[src/pfi_route_regs.vh]
// constants for the programmable function terminal routing block
// assumes terminals are numbered 0..9 and selects index a terminal or an internal line
`ifndef PIN_ROUTE_REGS_VH
`define PIN_ROUTE_REGS_VH

`define TERM_NUM            10
`define TERM_SEL_W          4
// select codes 0..9 pick a terminal; 4'hf picks the internal line
`define TERM_SEL_INTERNAL   4'hf
`define TERM_DEF_CTR1_SRC   4'h3
`define TERM_DEF_CTR1_GATE  4'h4
`define TERM_DEF_WAVE_START 4'h6
`define TERM_DEF_CTR0_SRC   4'h8
`define TERM_DEF_CTR0_GATE  4'h9
`define TERM_DIR_RESET      10'h000
// terminal positions that carry an output function
`define TERM_POS_CTR1_SRC   3
`define TERM_POS_CTR1_GATE  4
`define TERM_POS_WAVE_CLK   5
`define TERM_POS_WAVE_START 6
`define TERM_POS_ACQ_CLK    7
`define TERM_POS_CTR0_SRC   8
`define TERM_POS_CTR0_GATE  9
// trigger bus route codes
`define TRIG_RT_W          2
`define TRIG_RT_NONE       2'h0
`define TRIG_RT_TERM8      2'h1
`define TRIG_RT_TERM9      2'h2
`define TRIG_RT_CTR0_PIN   2'h3

`endif

[src/pfi_route.v]
// programmable function terminal routing for counters and timing engines
// assumes all inputs synchronous to sys_clk_i; pins resolved outside from the enables
`timescale 1ns/1ps
`default_nettype none
`include "pfi_route_regs.vh"
module programmable_function_pin_routing #(
    parameter NUM_TERM = `TERM_NUM
) (
    // clock and reset
    input  wire                  sys_clk_i,
    input  wire                  rst_n_i,
    input  wire                  clk_en_i,
    // terminal pins
    input  wire [NUM_TERM-1:0]   term_in_i,
    output reg  [NUM_TERM-1:0]   term_out_o,
    output reg  [NUM_TERM-1:0]   term_oe_o,
    // configuration
    input  wire [NUM_TERM-1:0]   term_dir_out_i,
    input  wire                  cfg_load_i,
    input  wire [`TERM_SEL_W-1:0] counter0_source_sel_i,
    input  wire [`TERM_SEL_W-1:0] counter0_gate_sel_i,
    input  wire [`TERM_SEL_W-1:0] counter1_source_sel_i,
    input  wire [`TERM_SEL_W-1:0] counter1_gate_sel_i,
    input  wire [`TERM_SEL_W-1:0] wave_start_sel_i,
    input  wire [`TRIG_RT_W-1:0] trig_route_i,
    input  wire                  ctr0_pin_dir_out_i,
    // internal sources
    input  wire                  counter0_src_int_i,
    input  wire                  counter0_gate_int_i,
    input  wire                  counter1_src_int_i,
    input  wire                  counter1_gate_int_i,
    input  wire                  wave_start_int_i,
    input  wire                  wave_out_sample_clock_i,
    input  wire                  acq_sample_clock_i,
    input  wire                  counter0_internal_out_i,
    input  wire                  counter1_internal_out_i,
    input  wire                  freq_gen_i,
    // counter 0 output pin
    input  wire                  ctr0_pin_in_i,
    output reg                   ctr0_pin_out_o,
    output reg                   ctr0_pin_oe_o,
    // dedicated outputs
    output reg                   ctr1_pin_out_o,
    output reg                   freq_gen_out_pin_o,
    // routed signals toward counters and timing engines
    output reg                   counter0_source_o,
    output reg                   counter0_gate_o,
    output reg                   counter1_source_o,
    output reg                   counter1_gate_o,
    output reg                   wave_out_start_trigger_o,
    output reg                   trig_bus_o,
    output reg                   trig_bus_oe_o
);
    // held configuration
    reg  [`TERM_SEL_W-1:0] c0s_r;
    reg  [`TERM_SEL_W-1:0] c0g_r;
    reg  [`TERM_SEL_W-1:0] c1s_r;
    reg  [`TERM_SEL_W-1:0] c1g_r;
    reg  [`TERM_SEL_W-1:0] wst_r;
    reg  [`TRIG_RT_W-1:0]  trt_r;
    reg  [NUM_TERM-1:0]    dir_r;
    reg                    c0dir_r;
    // selector results
    wire                   c0s_w;
    wire                   c0g_w;
    wire                   c1s_w;
    wire                   c1g_w;
    wire                   wst_w;
    // next values of the registered outputs
    reg  [NUM_TERM-1:0]    out_nxt;
    reg                    trig_nxt;
    reg                    trig_oe_nxt;
    // input paths after the own-drive mask
    reg  [NUM_TERM-1:0]    term_rx;
    wire                   ctr0_rx_w;
    integer                i;

    // input buffers are gated off for driven pins so a driven pin never feeds back
    function rx_bit;
        input level;
        input drive;
        begin
            rx_bit = level & ~drive;
        end
    endfunction

    always @* begin
        term_rx = {NUM_TERM{1'b0}};
        for (i = 0; i < NUM_TERM; i = i + 1) begin
            term_rx[i] = rx_bit(term_in_i[i], dir_r[i]);
        end
    end

    assign ctr0_rx_w = rx_bit(ctr0_pin_in_i, c0dir_r);

    // selections held so routing only changes on an explicit load
    always @(posedge sys_clk_i or negedge rst_n_i) begin
        if (!rst_n_i) begin
            c0s_r   <= `TERM_DEF_CTR0_SRC;
            c0g_r   <= `TERM_DEF_CTR0_GATE;
            c1s_r   <= `TERM_DEF_CTR1_SRC;
            c1g_r   <= `TERM_DEF_CTR1_GATE;
            wst_r   <= `TERM_DEF_WAVE_START;
            trt_r   <= `TRIG_RT_NONE;
            dir_r   <= `TERM_DIR_RESET;
            c0dir_r <= 1'b1;
        end else if (clk_en_i && cfg_load_i) begin
            c0s_r   <= counter0_source_sel_i;
            c0g_r   <= counter0_gate_sel_i;
            c1s_r   <= counter1_source_sel_i;
            c1g_r   <= counter1_gate_sel_i;
            wst_r   <= wave_start_sel_i;
            trt_r   <= trig_route_i;
            dir_r   <= term_dir_out_i;
            c0dir_r <= ctr0_pin_dir_out_i;
        end
    end

    // one selector per counter and wave-start line; all see the same masked terminal inputs
    term_sel_mux #(
        .NUM_TERM   (NUM_TERM)
    ) u_c0s (
        .sel_i      (c0s_r),
        .term_in_i  (term_rx),
        .internal_i (counter0_src_int_i),
        .sel_o      (c0s_w)
    );

    term_sel_mux #(
        .NUM_TERM   (NUM_TERM)
    ) u_c0g (
        .sel_i      (c0g_r),
        .term_in_i  (term_rx),
        .internal_i (counter0_gate_int_i),
        .sel_o      (c0g_w)
    );

    term_sel_mux #(
        .NUM_TERM   (NUM_TERM)
    ) u_c1s (
        .sel_i      (c1s_r),
        .term_in_i  (term_rx),
        .internal_i (counter1_src_int_i),
        .sel_o      (c1s_w)
    );

    term_sel_mux #(
        .NUM_TERM   (NUM_TERM)
    ) u_c1g (
        .sel_i      (c1g_r),
        .term_in_i  (term_rx),
        .internal_i (counter1_gate_int_i),
        .sel_o      (c1g_w)
    );

    term_sel_mux #(
        .NUM_TERM   (NUM_TERM)
    ) u_wst (
        .sel_i      (wst_r),
        .term_in_i  (term_rx),
        .internal_i (wave_start_int_i),
        .sel_o      (wst_w)
    );

    // terminal output values; terminals 0..2 have no output function here
    always @* begin
        out_nxt                       = {NUM_TERM{1'b0}};
        out_nxt[`TERM_POS_CTR1_SRC]   = c1s_w;
        out_nxt[`TERM_POS_CTR1_GATE]  = c1g_w;
        out_nxt[`TERM_POS_WAVE_CLK]   = wave_out_sample_clock_i;
        out_nxt[`TERM_POS_WAVE_START] = wst_w;
        out_nxt[`TERM_POS_ACQ_CLK]    = acq_sample_clock_i;
        out_nxt[`TERM_POS_CTR0_SRC]   = c0s_w;
        out_nxt[`TERM_POS_CTR0_GATE]  = c0g_w;
    end

    // direct trigger bus paths bypass the counters entirely
    always @* begin
        trig_oe_nxt = (trt_r != `TRIG_RT_NONE);
        case (trt_r)
            `TRIG_RT_TERM8:    trig_nxt = term_rx[`TERM_POS_CTR0_SRC];
            `TRIG_RT_TERM9:    trig_nxt = term_rx[`TERM_POS_CTR0_GATE];
            `TRIG_RT_CTR0_PIN: trig_nxt = ctr0_rx_w;
            default:           trig_nxt = 1'b0;
        endcase
    end

    // everything registered: one cycle of latency through the router
    always @(posedge sys_clk_i or negedge rst_n_i) begin
        if (!rst_n_i) begin
            term_out_o               <= {NUM_TERM{1'b0}};
            term_oe_o                <= {NUM_TERM{1'b0}};
            ctr0_pin_out_o           <= 1'b0;
            ctr0_pin_oe_o            <= 1'b0;
            ctr1_pin_out_o           <= 1'b0;
            freq_gen_out_pin_o       <= 1'b0;
            counter0_source_o        <= 1'b0;
            counter0_gate_o          <= 1'b0;
            counter1_source_o        <= 1'b0;
            counter1_gate_o          <= 1'b0;
            wave_out_start_trigger_o <= 1'b0;
            trig_bus_o               <= 1'b0;
            trig_bus_oe_o            <= 1'b0;
        end else if (clk_en_i) begin
            term_out_o               <= out_nxt & dir_r;
            term_oe_o                <= dir_r;
            ctr0_pin_out_o           <= counter0_internal_out_i & c0dir_r;
            ctr0_pin_oe_o            <= c0dir_r;
            ctr1_pin_out_o           <= counter1_internal_out_i;
            freq_gen_out_pin_o       <= freq_gen_i;
            counter0_source_o        <= c0s_w;
            counter0_gate_o          <= c0g_w;
            counter1_source_o        <= c1s_w;
            counter1_gate_o          <= c1g_w;
            wave_out_start_trigger_o <= wst_w;
            trig_bus_o               <= trig_nxt;
            trig_bus_oe_o            <= trig_oe_nxt;
        end
    end
endmodule
`default_nettype wire

[src/pfi_sel_mux.v]
// one input selector: picks a terminal input or the internal line
// assumes terminal inputs are already synchronous to the clock
`timescale 1ns/1ps
`default_nettype none
`include "pfi_route_regs.vh"
module term_sel_mux #(
    parameter NUM_TERM = `TERM_NUM
) (
    // selection
    input  wire [`TERM_SEL_W-1:0] sel_i,
    input  wire [NUM_TERM-1:0]   term_in_i,
    input  wire                  internal_i,
    // result
    output reg                   sel_o
);
    always @* begin
        if (sel_i == `TERM_SEL_INTERNAL) begin
            sel_o = internal_i;
        end else if (sel_i < NUM_TERM) begin
            sel_o = term_in_i[sel_i];
        end else begin
            sel_o = 1'b0;
        end
    end
endmodule
`default_nettype wire

[config.mk]
export PLATFORM = sky130hd
export DESIGN_NAME = programmable_function_pin_routing
export DESIGN_NICKNAME = d
export VERILOG_FILES = /design/src/pfi_route.v /design/src/pfi_sel_mux.v
export VERILOG_INCLUDE_DIRS = /design/src /design/src/src
export SDC_FILE = /design/constraint.sdc
export NUM_CORES = 1
export LEC_CHECK = 0
export BUFFER_PORTS_ARGS = -buffer_cell sky130_fd_sc_hd__buf_2
export CAP_MARGIN = 20
export CORE_MARGIN = 2
export CORE_UTILIZATION = 35
export DETAILED_ROUTE_END_ITERATION = 10
export GPL_ROUTABILITY_DRIVEN = 0
export SLEW_MARGIN = 10
export SYNTH_ARGS = -nofsm -noshare
export SYNTH_HDL_FRONTEND = slang
export SYNTH_HIERARCHICAL = 1
export SYNTH_SLANG_ARGS = --single-unit
[constraint.sdc]
create_clock -name sys_clk_i -period 2.3 [get_ports sys_clk_i]
set_clock_uncertainty 0.05 [all_clocks]
set_input_delay 0.345 -clock sys_clk_i [delete_from_list [all_inputs] [get_ports sys_clk_i]]
set_output_delay 0.345 -clock sys_clk_i [all_outputs]
set_load 0.01 [all_outputs]
==> metrics.cfg, run 1 <==
[run_status]
status=finished, violations left
violations=negative hold slack

[global_route]
antenna_found_initial=0
grt_overflow=0
grt_max_degree=39
grtUsageTotal=0.153
grt_pass1_vias=2243
grt_first_pass_wirelength_um=11300

[synth]
async_reset_ff_frac=1.00
synth_xor_area_frac=0
ys_warn_count=6
synth.area.top_cells=dfrtp_1 42%, mux2_1 11%, dfstp_2 7.7%
ys.flop_type=dfrtp_1
ys_seq_area_frac=0.501
synth_top_cell_area_share=0.424
syn_avg_cell_area_sq_um=13.0
syn_area_sq_um=3070
yosys.area_share.adder=0
post_synth_mux_area_share=0.277
yosys.area_share.simple=0.0778
synth_seq_cells=61
synth_top_family_by_area=multiplexers
synth-compound-area-share=0.0888
yosysTopAreaCell=dfrtp_1
syn_inst=236
synth_commonest_cells=52 x dfrtp_1, 30 x mux2_1, 21 x mux2_2, 20 x mux2i_1
synth_cell_types=27
synth_most_common_cell=dfrtp_1
synth_edf_count=0

[sta]
period_needed_ps=1770
setup_violations=0
rsz0062_at_grt=no
whs_ps=-10.4
finalHoldViolations=10
worst_pin_slew_ps=666
tns_ps=0
max_freq_mhz=564
drv_slew=0
post-route-period-util=0.771
max_slew_margin=0.556

[clocking]
path_clk_slew_ps=70
cts_tree=yes
clock_latency_ps=340
htreeDepth=3
cts-resized-gates=0
hold_buffers=0
cts_setup_buffers=0
cts.sinks=61
cts_root_buffer=clkbuf_8
clockBufferDepth=2
cts-buffers-inserted=9

[routing]
routed_wirelength_um=6890
wl_met2_um=3180
top_layer=met4
drc=0
vias=2166
wl_met1_um=3190
wl_per_cell_um=15.8
wl_met3_um=396
ant_nets=0
drtIter0Drc=81
firstDrtPassIters=4
routed_via_density=4.98

[critical_path]
critPathCaptureType=flop
critPathArrivalTime_ps=1940
crit_fanout=7
cp.required_ps=2470
start_kind=flop
crit_type=reg -> reg

[floorplan]
num_rows=34
die-area_sq_um=9540
die_h_um=97.7
fp.coreArea_sq_um=8640
initial_core_util=0.356
fp.dieW_um=97.7
ioPinCount=89

[power]
p_leak_nw=1.76
power_density_nw_per_um2=832
ir_worst_vdd_uv=422

[cells_and_area]
drive_gt1_frac=0.434
fin_nets=380
diodes=0
area_growth_pct=22.3
fin_util=0.435

[placed_design]
port_buffers=85
hpwl_um=4940

[job]
cap_viol_max_count=0

[min_path]
holdCritPathClass=in -> async

## area by class of cell
cell class                      instances  area [sq um]
Clock buffer                           12           135
Clock inverter                          4          72.6
Fill cell                             848          4880
Inverter                                8          30.0
Multi-Input combinational cell        154          1370
Sequential cell                        61          1540
Tap cell                              108           135
Timing Repair Buffer                   88           473
## per-layer routing
layer  vias to the layer above  global-route usage
met5                         -                   0
li1                       1025                   -
met1                      1064               0.199
met3                        13              0.0518
met4                         0              0.0534
met2                        64               0.238
## registers in the layout, summed over array words and instances (netlist names), 2 cells and up
signal and count:
c0g_r 4, term_out_o 7, wst_r 4, dir_r 10
c0s_r 4, c1g_r 4, term_oe_o 10, c1s_r 4
trt_r 2
## path summary, 6_finish.rpt
kind	cells after the start	end	start	slack, ps
worst max-delay path	4	counter1_source_o	c1s_r[0]	530
worst min-delay path	1	ctr1_pin_out_o	rst_n_i	-10
worst max register to register	4	counter1_source_o	c1s_r[0]	530
worst min register to register	1	counter0_source_o	counter0_source_o	450
max in group asynchronous	2	c0s_r[3]	rst_n_i	1510
min in group sys_clk_i	2	c0g_r[2]	counter0_gate_sel_i[2]	160
## cell families after synthesis
group / after synthesis
buf+inv: 23
simple gates: 40
mux: 76
other cells: 1
compound gates: 35
flops: 61
## power breakdown
group	internal (W)	total (W)	switching (W)
clock	0.000610	0.00102	0.000411
sequential	0.00127	0.00145	0.000171
combinational	0.000369	0.000660	0.000291
## placed cells by master, fill, tap and decap left out, drive strengths merged, types with 5 or more instances in the layout
| master | n |
|---|---|
| a21bo | 5 |
| o32a | 5 |
| nor2b | 10 |
| dfrtp | 52 |
| mux2i | 20 |
| clkbuf | 12 |
| nor3 | 5 |
| o211a | 5 |
| buf | 88 |
| nand3 | 8 |
| o22ai | 5 |
| dfstp | 9 |
| mux2 | 56 |
| o21ai | 8 |
| o31ai | 5 |
| inv | 8 |
| nand2b | 10 |
## critical path, cell delays in order (launching register included)
cell	delay (ps)
dfstp_2	630
mux2_4	310
o211a_1	210
o32a_1	190
mux2_2	270
## through the flow
stage / hold WS (ps) / cell area (sq um) / worst slack, ps / cells / power [W]
3_5_place_dp: 369 / 3550 / 551 / 419 / 0.00214
2_1_floorplan: -0.591 / 3080 / 588 / 238 / 0.00189
4_1_cts: 1.25 / 3760 / 537 / 435 / 0.00317
6_report: -10.4 / 3760 / 527 / 435 / 0.00313
3_3_place_gp: 358 / 3550 / 562 / 419 / 0.00212
5_1_grt: 29.2 / 3760 / 394 / 435 / 0.00331
No activity file was read; power rests on OpenSTA's default activity.
==> run 2: changes to the inputs <==
Clock period 2.3 ns to 1.66 ns, I/O delays scaled along.
==> run 2 against run 1 <==
  * The flow finishes with violations (negative setup slack)
  * Routed wire length up 6.6%
  * Clock-buffer cell count rose by 1
  * Largest cell class unchanged
  * Combinational power is 70% higher
  * Sequential power grew 37%
  * Die area unchanged
  * Total power grew 48%
  * Critical path depth stayed put
  * Largest power group unchanged
  * Non-clock buffer count increased by 27
==> metrics.cfg, run 2 (synthesis results as in run 1) <==
[run_status]
status=finished, violations left
violations=negative setup slack

[cells_and_area]
layout_common_cells=85 x buf_2, 49 x dfrtp_1, 30 x mux2_1
fin_nets=407  ; +7.1%
area_growth_pct=31.6
drive_gt1_frac=0.514  ; +0.0799
final_common_cell=buf_2
finalNonFillerCells=463  ; +6.4%
largestRegisters=dir_r x10, term_oe_o x10, term_out_o x7

[critical_path]
crit_fanout=5  ; -2
path_delay_family=flip-flops
worst_path_max_delay_cell=dfstp_2
crit_type=reg -> reg
slowest_delay_ps=620  ; about the same
start_kind=flop
critPathArrivalTime_ps=1990  ; +50 ps
cp.required_ps=1830  ; -640 ps
critPathBufInv=0  ; unchanged
critPathCaptureType=flop
path_cells=mux2i_2 -> o22ai_1 -> o32a_1 -> mux2_4

[sta]
max_freq_mhz=550  ; -2.5%
period_needed_ps=1820  ; +45.0 ps
finalHoldViolations=0  ; -10
fin_ws_ps=-158  ; -685 ps
rsz0062_at_grt=yes
drv_slew=0  ; unchanged
setup_violations=3  ; +3
post-route-period-util=1.10  ; +0.324

[global_route]
grt_max_degree=39  ; unchanged
grt_overflow=0  ; unchanged
grt_first_pass_wirelength_um=11900  ; +5.3%
met1_usage=0.207  ; +0.00754
grtUsageTotal=0.161  ; +0.00766
top_usage_layer=met2
grt_util_met3=0.0439  ; -0.00791
antenna_found_initial=0  ; unchanged
grt_pass1_vias=2371  ; +5.7%
use_met2=0.258  ; +0.0202

[routing]
drtIter0Drc=73  ; -9.9%
vias=2215  ; +2.3%
wl_per_cell_um=15.9  ; +0.13%
drc=0  ; unchanged
firstDrtPassIters=4  ; unchanged
routed_wirelength_um=7340  ; +6.6%
ant_nets=0  ; unchanged
routed_via_density=4.78  ; -3.9%

[job]
cap_viol_max_count=0  ; unchanged

[floorplan]
fp.coreArea_sq_um=8640  ; unchanged
initial_core_util=0.356  ; unchanged
ioPinCount=89  ; unchanged
die_h_um=97.7  ; unchanged
die-area_sq_um=9540  ; unchanged
fp.dieW_um=97.7  ; unchanged
num_rows=34  ; unchanged

[clocking]
cts_tree=yes
clockBufferDepth=2  ; unchanged
cts.sinks=61  ; unchanged
cts-buffers-inserted=9  ; unchanged
clock_latency_ps=340  ; about the same
cts_root_buffer=clkbuf_8
path_clk_slew_ps=70  ; about the same
htreeDepth=3  ; unchanged

[placed_design]
pre_cts_ws_ps=-121  ; -672 ps
port_buffers=85  ; unchanged
hpwl_um=5350  ; +8.3%
dp_cells=443  ; +5.7%

[power]
power.internal_w=0.00334  ; +48%
power_density_nw_per_um2=1140  ; +37%
p_comb_frac=0.242  ; +0.031
p_sw_frac=0.278  ; -0.00134
ir_worst_vdd_uv=547  ; +30%
power.switching_w=0.00129  ; +47%
p_leak_nw=1.92  ; +8.8%
seqPwrFrac=0.430  ; -0.032
power_frac_clock=0.329  ; +0.002

[min_path]
holdCritPathClass=in -> reg

run 2: cell types whose count changed in the layout (fill, tap and decap cells not counted), sizes merged:
cell         delta
buf            +26
clkbuf          +1
dlygate4sd3     +1
diode           +1
clkinv          -1
run 2: layer usage:
| metal | vias to the layer above | share of wire |
|---|---|---|
| li1 | 1073 | - |
| met1 | 1072 | 0.45 |
| met2 | 60 | 0.48 |
| met3 | 10 | 0.054 |
| met4 | 0 | 0.015 |
| met5 | - | 0 |
run 2: through the flow:
| stage | instance area (sq um) | hold slack [ps] | total power [W] | setup TNS [ps] | utilization |
|---|---|---|---|---|---|
| after detailed placement | 3750 | 194 | 0.00309 | -352 | 0.434 |
| after global placement | 3750 | 192 | 0.00307 | -346 | 0.434 |
| after floorplan | 3090 | -96.6 | 0.00263 | -70.0 | - |
| final | 4040 | 64.8 | 0.00462 | -316 | 0.468 |
| after global routing | 4040 | 49.2 | 0.00487 | -479 | 0.468 |
| after CTS | 4000 | 57.0 | 0.00463 | -220 | 0.463 |
run 2: power groups by stage:
stage | clock network, W | registers (W) | logic, W
after floorplan | 0 | 0.00201 | 0.000616
after global placement | 0 | 0.00200 | 0.00107
after detailed placement | 0 | 0.00201 | 0.00109
after CTS | 0.00154 | 0.00199 | 0.00110
after global routing | 0.00162 | 0.00203 | 0.00122
final | 0.00152 | 0.00199 | 0.00112
run 2: timing repair:
item                                   in CTS  in global routing
resized for setup                           4                 13
buffers inserted                            0                  5
setup endpoints to repair                   7                 10
hold buffers                                1                  0
pin swaps                                   2                  7
endpoints found under the hold margin      52                  0
run 2: layout make-up:
| cell class | instances | area (sq um) |
|---|---|---|
| multi-input combinational | 154 | 1410 |
| clock inverter | 3 | 67.6 |
| antenna | 1 | 2.50 |
| fill | 799 | 4590 |
| clock buffer | 13 | 159 |
| tap | 108 | 135 |
| inverter | 8 | 30.0 |
| sequential | 61 | 1540 |
| timing repair buffer | 115 | 694 |
run 2: path summary, 6_finish.rpt:
| path | startpoint | to | slack (ps) | cells after the start |
|---|---|---|---|---|
| worst max-delay path | c1s_r[0] | counter1_source_o | -160 | 4 |
| worst min-delay path | term_dir_out_i[0] | dir_r[0] | 60 | 2 |
| worst max register to register | c1s_r[0] | counter1_source_o | -160 | 4 |
| worst min register to register | term_oe_o[2] | term_oe_o[2] | 450 | 1 |
| max in group asynchronous | rst_n_i | c1s_r[0] | 880 | 3 |
| min in group asynchronous | rst_n_i | ctr0_pin_oe_o | 370 | 3 |
